<file path="src/core/exec_defines.svh">
// offsets, field positions, reset values and opcodes of the execution core
`ifndef EXEC_DEFINES_SVH
`define EXEC_DEFINES_SVH

// register byte offsets
`define OFS_STATUS    5'h00
`define OFS_ACCUM     5'h04
`define OFS_FILE_ADDR 5'h08
`define OFS_FILE_DATA 5'h0c
`define OFS_IRQ_STAT  5'h10
`define OFS_IRQ_MASK  5'h14
`define OFS_WDT_CTRL  5'h18
`define OFS_WAKE      5'h1c

// status register fields
`define STAT_TIMEOUT  0
`define STAT_PWRDOWN  1
`define STAT_SLEEPING 2

// interrupt fields
`define IRQ_SLEEP     0
`define IRQ_WAKE      1
`define IRQ_WDT       2
`define IRQ_BITS      3

// control fields
`define WDT_CTRL_EN   0
`define WAKE_REQ      0

// reset values
`define RST_TIMEOUT   1'b1
`define RST_PWRDOWN   1'b1
`define RST_WDT_EN    1'b0
`define RST_BYTE      8'h00

// instruction encodings
`define OPC_SETALL_HI 7'h34
`define OPC_ROT_HI    6'h10
`define OPC_SLEEP     16'h0003
`define ALL_ONES      8'hff

`endif

</file>
<file path="src/core/exec_pkg.sv">
// types shared by the execution core
`default_nettype none
package exec_pkg;
  typedef enum logic [2:0] {
    PH_DECODE  = 3'b000,
    PH_READ    = 3'b001,
    PH_PROCESS = 3'b010,
    PH_WRITE   = 3'b011,
    PH_SLEEP   = 3'b100
  } phase_e;

  typedef enum logic [1:0] {
    OP_OTHER  = 2'b00,
    OP_SETALL = 2'b01,
    OP_ROTATE = 2'b10,
    OP_SLEEP  = 2'b11
  } op_e;
endpackage
`default_nettype wire

</file>
<file path="src/core/cpu_sleep_rotate_set_all_ones_instr_exec.sv">
// four-phase executor for set-all-ones, rotate-right and sleep, with bus
//
// Added by the designer: the Avalon-MM register port and the register addresses.
`include "exec_defines.svh"
`default_nettype none

module cpu_sleep_rotate_set_all_ones_instr_exec
  import exec_pkg::*;
#(
  parameter int WDT_COUNT_W = 8,
  parameter int WDT_POST_W  = 3
) (
  // clock and reset
  input  wire logic        core_clk_i,
  input  wire logic        rst_i,
  // instruction stream
  input  wire logic [15:0] instr_i,
  input  wire logic        instr_valid_i,
  output logic             instr_ready_o,
  // wake-up and power state
  input  wire logic        wake_i,
  output logic             sleep_o,
  output logic             osc_run_o,
  // avalon-mm slave
  input  wire logic [4:0]  avs_address_i,
  input  wire logic        avs_read_i,
  input  wire logic        avs_write_i,
  input  wire logic [31:0] avs_writedata_i,
  output logic [31:0]      avs_readdata_o,
  output logic             avs_waitrequest_o,
  // interrupt
  output logic             irq_o
);

  phase_e      phase;
  op_e         op;
  logic [7:0]  file_addr_op;
  logic        dest_file;
  logic [7:0]  operand;
  logic [7:0]  rotated;
  logic [7:0]  file_mem [256];
  logic [7:0]  accum;
  logic        timeout_flag, power_down_flag;
  logic [7:0]  win_addr;
  logic        wdt_en;
  logic [`IRQ_BITS-1:0] irq_stat;
  logic [`IRQ_BITS-1:0] irq_mask;
  logic [`IRQ_BITS-1:0] irq_event;
  logic        wdt_expire, wdt_clear, bus_wr, wake_any;
  logic        core_file_wr, core_acc_wr;
  logic [7:0]  core_file_data;
  op_e         next_op;

  // one wait cycle: the access commits on the edge that sees waitrequest low
  always_ff @(posedge core_clk_i or posedge rst_i) begin
    if (rst_i) begin
      avs_waitrequest_o <= 1'b1;
    end else if ((avs_read_i | avs_write_i) & avs_waitrequest_o) begin
      avs_waitrequest_o <= 1'b0;
    end else begin
      avs_waitrequest_o <= 1'b1;
    end
  end

  assign bus_wr = avs_write_i & ~avs_waitrequest_o;

  always_ff @(posedge core_clk_i or posedge rst_i) begin
    if (rst_i) begin
      avs_readdata_o <= 32'h0;
    end else if (avs_read_i & avs_waitrequest_o) begin
      case (avs_address_i)
        `OFS_STATUS: begin
          avs_readdata_o <= {29'h0, sleep_o, power_down_flag, timeout_flag};
        end
        `OFS_ACCUM:     avs_readdata_o <= {24'h0, accum};
        `OFS_FILE_ADDR: avs_readdata_o <= {24'h0, win_addr};
        `OFS_FILE_DATA: avs_readdata_o <= {24'h0, file_mem[win_addr]};
        `OFS_IRQ_STAT:  avs_readdata_o <= {29'h0, irq_stat};
        `OFS_IRQ_MASK:  avs_readdata_o <= {29'h0, irq_mask};
        `OFS_WDT_CTRL:  avs_readdata_o <= {31'h0, wdt_en};
        default:        avs_readdata_o <= 32'h0;
      endcase
    end
  end

  always_ff @(posedge core_clk_i or posedge rst_i) begin
    if (rst_i) begin
      win_addr <= `RST_BYTE;
      wdt_en   <= `RST_WDT_EN;
      irq_mask <= '0;
    end else if (bus_wr) begin
      case (avs_address_i)
        `OFS_FILE_ADDR: win_addr <= avs_writedata_i[7:0];
        `OFS_WDT_CTRL:  wdt_en   <= avs_writedata_i[`WDT_CTRL_EN];
        `OFS_IRQ_MASK:  irq_mask <= avs_writedata_i[`IRQ_BITS-1:0];
        default: ;
      endcase
    end
  end

  always_comb begin
    if (instr_i[15:9] == `OPC_SETALL_HI) begin
      next_op = OP_SETALL;
    end else if (instr_i[15:10] == `OPC_ROT_HI) begin
      next_op = OP_ROTATE;
    end else if (instr_i == `OPC_SLEEP) begin
      next_op = OP_SLEEP;
    end else begin
      next_op = OP_OTHER;
    end
  end

  assign wake_any = wake_i | wdt_expire |
                    (bus_wr & (avs_address_i == `OFS_WAKE) &
                     avs_writedata_i[`WAKE_REQ]);

  always_ff @(posedge core_clk_i or posedge rst_i) begin
    if (rst_i) begin
      phase <= PH_DECODE;
    end else begin
      case (phase)
        PH_DECODE: begin
          if (instr_valid_i & instr_ready_o) begin
            phase <= PH_READ;
          end
        end
        PH_READ:    phase <= PH_PROCESS;
        PH_PROCESS: phase <= PH_WRITE;
        PH_WRITE: begin
          // sleep is entered in place of a write
          phase <= (op == OP_SLEEP) ? PH_SLEEP : PH_DECODE;
        end
        PH_SLEEP: begin
          if (wake_any) begin
            phase <= PH_DECODE;
          end
        end
        default: phase <= PH_DECODE;
      endcase
    end
  end

  // accepted only while decoding and awake; a word held across sleep waits
  always_ff @(posedge core_clk_i or posedge rst_i) begin
    if (rst_i) begin
      instr_ready_o <= 1'b0;
    end else begin
      instr_ready_o <= ((phase == PH_DECODE) & ~(instr_valid_i &
                        instr_ready_o)) |
                       ((phase == PH_WRITE) & (op != OP_SLEEP)) |
                       ((phase == PH_SLEEP) & wake_any);
    end
  end

  always_ff @(posedge core_clk_i or posedge rst_i) begin
    if (rst_i) begin
      op           <= OP_OTHER;
      file_addr_op <= `RST_BYTE;
      dest_file    <= 1'b0;
    end else if ((phase == PH_DECODE) & instr_valid_i & instr_ready_o) begin
      op           <= next_op;
      file_addr_op <= instr_i[7:0];
      dest_file    <= instr_i[9];
    end
  end

  always_ff @(posedge core_clk_i or posedge rst_i) begin
    if (rst_i) begin
      operand <= `RST_BYTE;
    end else if (phase == PH_READ) begin
      operand <= file_mem[file_addr_op];
    end
  end

  rotate_unit #(.WIDTH(8)) u_rotate (
    .operand_i (operand),
    .result_o  (rotated)
  );

  always_comb begin
    core_file_wr   = 1'b0;
    core_acc_wr    = 1'b0;
    core_file_data = rotated;
    if (phase == PH_WRITE) begin
      if (op == OP_SETALL) begin
        core_file_wr   = 1'b1;
        core_file_data = `ALL_ONES;
      end else if (op == OP_ROTATE) begin
        core_file_wr = dest_file;
        core_acc_wr  = ~dest_file;
      end
    end
  end

  // the core wins a same-cycle collision with a bus write to one location
  always_ff @(posedge core_clk_i) begin
    if (core_file_wr) begin
      file_mem[file_addr_op] <= core_file_data;
    end else if (bus_wr & (avs_address_i == `OFS_FILE_DATA)) begin
      file_mem[win_addr] <= avs_writedata_i[7:0];
    end
  end

  always_ff @(posedge core_clk_i or posedge rst_i) begin
    if (rst_i) begin
      accum <= `RST_BYTE;
    end else if (core_acc_wr) begin
      accum <= rotated;
    end else if (bus_wr & (avs_address_i == `OFS_ACCUM)) begin
      accum <= avs_writedata_i[7:0];
    end
  end

  assign wdt_clear = (phase == PH_WRITE) & (op == OP_SLEEP);

  always_ff @(posedge core_clk_i or posedge rst_i) begin
    if (rst_i) begin
      timeout_flag    <= `RST_TIMEOUT;
      power_down_flag <= `RST_PWRDOWN;
    end else if (wdt_clear) begin
      power_down_flag <= 1'b0;
      timeout_flag    <= 1'b1;
    end else if ((phase == PH_SLEEP) & wdt_expire) begin
      timeout_flag    <= 1'b0;
    end
  end

  always_ff @(posedge core_clk_i or posedge rst_i) begin
    if (rst_i) begin
      sleep_o   <= 1'b0;
      osc_run_o <= 1'b1;
    end else if (wdt_clear) begin
      sleep_o   <= 1'b1;
      osc_run_o <= 1'b0;
    end else if ((phase == PH_SLEEP) & wake_any) begin
      sleep_o   <= 1'b0;
      osc_run_o <= 1'b1;
    end
  end

  // the watchdog runs on core_clk_i, which is not gated here, so it counts through sleep
  watchdog_unit #(.COUNT_W(WDT_COUNT_W), .POST_W(WDT_POST_W)) u_watchdog (
    .core_clk_i (core_clk_i),
    .rst_i      (rst_i),
    .enable_i   (wdt_en),
    .clear_i    (wdt_clear),
    .expire_o   (wdt_expire),
    .cleared_o  ()
  );

  assign irq_event[`IRQ_SLEEP] = wdt_clear;
  assign irq_event[`IRQ_WAKE]  = (phase == PH_SLEEP) & wake_any;
  assign irq_event[`IRQ_WDT]   = wdt_expire;

  // a new event beats a write-one-to-clear in the same cycle
  always_ff @(posedge core_clk_i or posedge rst_i) begin
    if (rst_i) begin
      irq_stat <= '0;
    end else if (bus_wr & (avs_address_i == `OFS_IRQ_STAT)) begin
      irq_stat <= (irq_stat & ~avs_writedata_i[`IRQ_BITS-1:0]) | irq_event;
    end else begin
      irq_stat <= irq_stat | irq_event;
    end
  end

  always_ff @(posedge core_clk_i or posedge rst_i) begin
    if (rst_i) begin
      irq_o <= 1'b0;
    end else begin
      irq_o <= |(irq_stat & irq_mask);
    end
  end
endmodule // cpu_sleep_rotate_set_all_ones_instr_exec
`default_nettype wire

</file>
<file path="src/core/rotate_unit.sv">
// one-bit right rotate without carry
`default_nettype none
module rotate_unit #(
  parameter int WIDTH = 8
) (
  // operand
  input  wire logic [WIDTH-1:0] operand_i,
  // result
  output logic      [WIDTH-1:0] result_o
);
  // bit 0 wraps into the top bit, exactly one position per use
  assign result_o = {operand_i[0], operand_i[WIDTH-1:1]};
endmodule // rotate_unit
`default_nettype wire

</file>
<file path="src/core/watchdog_unit.sv">
// watchdog counter with postscaler and expiry pulse
`default_nettype none
module watchdog_unit #(
  parameter int COUNT_W = 8,
  parameter int POST_W  = 3
) (
  // clock and reset
  input  wire logic core_clk_i,
  input  wire logic rst_i,
  // control
  input  wire logic enable_i,
  input  wire logic clear_i,
  // status
  output logic      expire_o,
  output logic      cleared_o
);
  logic [COUNT_W-1:0] watchdog_counter;
  logic [POST_W-1:0]  postscale;

  always_ff @(posedge core_clk_i or posedge rst_i) begin
    if (rst_i) begin
      watchdog_counter <= '0;
      postscale        <= '0;
    end else if (clear_i) begin
      watchdog_counter <= '0;
      postscale        <= '0;
    end else if (enable_i) begin
      watchdog_counter <= watchdog_counter + 1'b1;
      if (&watchdog_counter) begin
        postscale <= postscale + 1'b1;
      end
    end
  end

  always_ff @(posedge core_clk_i or posedge rst_i) begin
    if (rst_i) begin
      expire_o <= 1'b0;
    end else begin
      expire_o <= enable_i & ~clear_i & (&watchdog_counter) & (&postscale);
    end
  end

  assign cleared_o = (watchdog_counter == '0) && (postscale == '0);
endmodule // watchdog_unit
`default_nettype wire

</file>
<file path="config.mk">
export PLATFORM = sky130hd
export DESIGN_NAME = cpu_sleep_rotate_set_all_ones_instr_exec
export DESIGN_NICKNAME = d
export VERILOG_FILES = /design/src/core/exec_pkg.sv /design/src/core/cpu_sleep_rotate_set_all_ones_instr_exec.sv /design/src/core/rotate_unit.sv /design/src/core/watchdog_unit.sv
export VERILOG_INCLUDE_DIRS = /design/src /design/src/core
export SDC_FILE = /design/constraint.sdc
export NUM_CORES = 2
export LEC_CHECK = 0
export BUFFER_PORTS_ARGS = -buffer_cell sky130_fd_sc_hd__buf_2
export CAP_MARGIN = 20
export CELL_PAD_IN_SITES_DETAIL_PLACEMENT = 1
export CELL_PAD_IN_SITES_GLOBAL_PLACEMENT = 1
export CORE_MARGIN = 2
export CORE_UTILIZATION = 51
export CTS_CLUSTER_DIAMETER = 30
export DETAILED_ROUTE_END_ITERATION = 6
export PLACE_DENSITY = 0.77
export REMOVE_ABC_BUFFERS = 1
export SETUP_SLACK_MARGIN = 0.2
export SLEW_MARGIN = 20
export SYNTH_ARGS = -nofsm -noshare
export SYNTH_HDL_FRONTEND = slang
export SYNTH_SLANG_ARGS = --single-unit
</file>
<file path="constraint.sdc">
create_clock -name core_clk_i -period 8.25 [get_ports core_clk_i]
set_clock_uncertainty 0.2 [all_clocks]
set_input_delay 0.4125 -clock core_clk_i [delete_from_list [all_inputs] [get_ports core_clk_i]]
set_output_delay 0.4125 -clock core_clk_i [all_outputs]
set_load 0.02 [all_outputs]
</file>
==> impl_metrics.env <==
export IMPL_arrival_ps=6250
export IMPL_fin_util=0.607
export IMPL_cp_slowest_cell="nor2_1"
export IMPL_fp_dieW_um=447
export IMPL_slew_headroom=-0.0310
export IMPL_antenna_left=0
export IMPL_cts_buffers=444
export IMPL_grt_usage=0.377
export IMPL_synth_xor_xnor_area_share=0.000788
export IMPL_syn_avg_cell_area_um2=18.6
export IMPL_path_cells="dlygate4sd3_1, buf_2, nor3_2, nand3_2, or3_1, o21ai_2, nand3_1, nor2_1"
export IMPL_fin_crit_sh=0.714
export IMPL_synth_ff_latch_count=2120
export IMPL_die_area_um2=200000
export IMPL_crit_fanout=17
export IMPL_grt_pass1_wl_um=525000
export IMPL_netlist_area_um2=100000
export IMPL_drt_iter0_drc=10664
export IMPL_drt_first_pass_iters=7
export IMPL_worstPathRequired_ps=8610
export IMPL_start_util=0.513
export IMPL_cts_sinks=2120
export IMPL_grt_pass1_vias=66621
export IMPL_ys_types=84
export IMPL_insertion_delay_ps=1020
export IMPL_max_vdd_ir_drop_mv=0.411
export IMPL_hold_violations=0
export IMPL_vias_per_cell=7.50
export IMPL_rsz0062_at_grt="false"
export IMPL_htreeDepth=5
export IMPL_worstHoldPathCells=3
export IMPL_synth_edf_count=2048
export IMPL_die_h_um=447
export IMPL_synth_top_flop_cell="edfxtp_1"
export IMPL_vias=64845
export IMPL_place_gp_congestion=0.953
export IMPL_grt_start_max_net_pins=225
export IMPL_synth_top_family_by_area="multiplexers"
export IMPL_tritoncts="done"
export IMPL_clock_fmax_mhz=170
export IMPL_hp_class="primary input to flip-flop"
export IMPL_layout_drive_gt1_share=0.349
export IMPL_io_buffers=47
export IMPL_cts_root_buf="clkbuf_16"
export IMPL_synthAdderAreaFrac=0.000375
export IMPL_outcome="complete, but fails checks"
export IMPL_violations="capacitance limit, slew limit"
export IMPL_reg2reg_depth=8
export IMPL_ys_warn_count=0
export IMPL_place_hpwl_um=224000
export IMPL_wl_per_cell_um=43.5
export IMPL_final_nets=5712
export IMPL_syn_to_final_growth_pct=18.3
export IMPL_tightestPinTransition_ps=1530
export IMPL_clkTransAtPathRegs_ps=50
export IMPL_period_needed_ps=5890
export IMPL_synth_simple_gate_area_frac=0.0368
export IMPL_async_reset_ff_frac=0.0340
export IMPL_critPathCaptureType="flip-flop"
export IMPL_p_leak_nw=37.3
export IMPL_postSynthCellCount=5387
export IMPL_setup_viol=0
export IMPL_rows=162
export IMPL_slew_viol_final=2
export IMPL_maxCapViolations=1
export IMPL_grt_overflow=0
export IMPL_cellPowerDensity_nw_per_um2=384
export IMPL_synth_seq_area_share=0.633
export IMPL_crit_path_start_kind="primary input"
export IMPL_drc=0
export IMPL_core_area_um2=195000
export IMPL_synth_mux_area_frac=0.262
export IMPL_finalWirelength_um=377000
export IMPL_io_pins=96
export IMPL_antenna_found_initial=29
export IMPL_worstSetupPathType="primary input to flip-flop"
export IMPL_setup_tns_ps=0
export IMPL_cts_buffer_depth=4
export IMPL_cpPeakStageDelay_ps=1240
export IMPL_synth_compound_area_share=0.0425
report_power, final:
group / total (mW) / switching (mW) / internal, mW
clock network: 18.1 / 6.19 / 11.9
registers: 14.2 / 0.386 / 13.8
logic: 13.2 / 8.70 / 4.55
total: 45.5 / 15.3 / 30.2
layout make-up:
cell class,count,area [um^2]
diodes,16,40.0
clock buffers,487,11400
clock inverters,320,3550
fillers,16484,76600
inverters,12,52.6
multi-input cells,2829,34500
flip-flops and latches,2120,63300
well taps,2624,3280
repair buffers,243,2220
per-stage QoR:
stage               power (mW)  instances  worst slack [ps]  hold WS [ps]  instance area (um^2)
floorplan                 24.3       4961            -16030           250                 97700
global placement          26.3       7766              2650          92.0                103000
detailed placement        26.7       7766              2600          98.5                103000
CTS                       44.8       8626              2850          52.3                118000
global route              46.0       8639              2500           106                118000
finish                    45.5       8651              2360           107                118000
per-layer routing:
metal,track usage,vias up,part of all wire
met3,0.131,1593,0.14
met2,0.555,5955,0.45
met1,0.467,33623,0.33
li1,-,23634,-
met4,0.269,40,0.086
met5,0,-,0.00076
timing repair:
action / CTS / global route
hold buffers: 53 / 0
gates resized for setup: 0 / 0
endpoints found under the hold margin: 144 / 0
buffers inserted: 0 / 0
synthesized netlist by cell type, drive strengths merged, types with 21 or more instances:
cell / n / area share
o221ai: 70 / 0.0061
edfxtp: 2048 / 0.61
o21ai: 70 / 0.0035
o22ai: 139 / 0.0087
nand2b: 22 / 0.0014
buf: 286 / 0.018
dfrtp: 68 / 0.017
nor3: 66 / 0.0034
nand2: 167 / 0.0063
nor2: 371 / 0.014
nand3: 51 / 0.0026
a22oi: 66 / 0.0050
clkbuf: 163 / 0.0061
a31oi: 21 / 0.0013
mux2i: 241 / 0.024
a21oi: 108 / 0.0054
nor2b: 24 / 0.0015
mux2: 121 / 0.014
mux4: 994 / 0.22
or2: 23 / 0.0014
or3: 21 / 0.0013
flip-flops by register name (all words and copies together), names as in the netlist, 2 cells and up:
signal / cells
op: 2
irq_mask: 3
irq_stat: 3
file_addr_op: 8
accum: 8
u_watchdog.watchdog_counter: 8
phase: 3
win_addr: 8
u_watchdog.postscale: 3
file_mem: 2048
avs_readdata_o: 8
operand: 8
cells by family (layout without fill, tap and decap cells):
group | after synthesis | after routing
flip-flops | 2120 | 2120
AND/OR/NAND/NOR | 817 | 817
adder cells (fa/ha/maj) | 3 | 3
multiplexers | 1356 | 1356
AO/OA/AOI/OAI | 620 | 620
XOR/XNOR | 9 | 9
buffers and inverters | 461 | 1062
other | 1 | 40
worst max-delay path: cells and delay by family:
kind,cells,cell delay (ps)
AND/OR/NAND/NOR,5,4010
AO/OA/AOI/OAI,1,1060
buffers and inverters,2,730
path summary, 6_finish.rpt:
path | startpoint | endpoint | slack, ps
min in group asynchronous | rst_i | u_watchdog.watchdog_counter[4]$_DFFE_PP0P_ | 270
max in group asynchronous | rst_i | file_addr_op[2]$_DFFE_PP0P_ | 6170
hold reg to reg | power_down_flag$_DFFE_PP1P_ | power_down_flag$_DFFE_PP1P_ | 300
hold / removal | avs_writedata_i[6] | win_addr[6]$_DFFE_PP0P_ | 110
setup reg to reg | phase[2]$_DFFE_PP0P_ | file_mem[170][4]$_DFFE_PP_ | 2500
setup / recovery | avs_address_i[4] | file_mem[170][4]$_DFFE_PP_ | 2360
cells in the final DEF (no fill, tap or decap), types with 20 or more instances in the layout:
cell           netlist  routed
buf_2              146      47
a22oi_1             66      66
bufinv_16            0      61
clkbuf_1           163      36
nand3_1             50      50
nand2b_1            22      20
nor2_1             371     356
dfrtp_1             68      56
buf_12               2      22
a21oi_1            108     107
nor2b_1             24      22
clkinvlp_4           0      56
or2_2               23      23
clkbuf_16            0     450
o221ai_1            70      70
buf_4               52     115
o22ai_1            139     139
a31oi_1             21      21
clkinv_2             0      73
conb_1               1      24
inv_6                0      35
edfxtp_1          2048    2048
nand2_1            167     166
clkinv_4             0      40
mux2_2             121     121
clkinv_1             1      51
mux2i_1            241     241
mux4_2             975     975
o21ai_0             69      66
nor3_1              64      64
dlygate4sd3_1        0      53
Power figures use the tool's default switching activity.
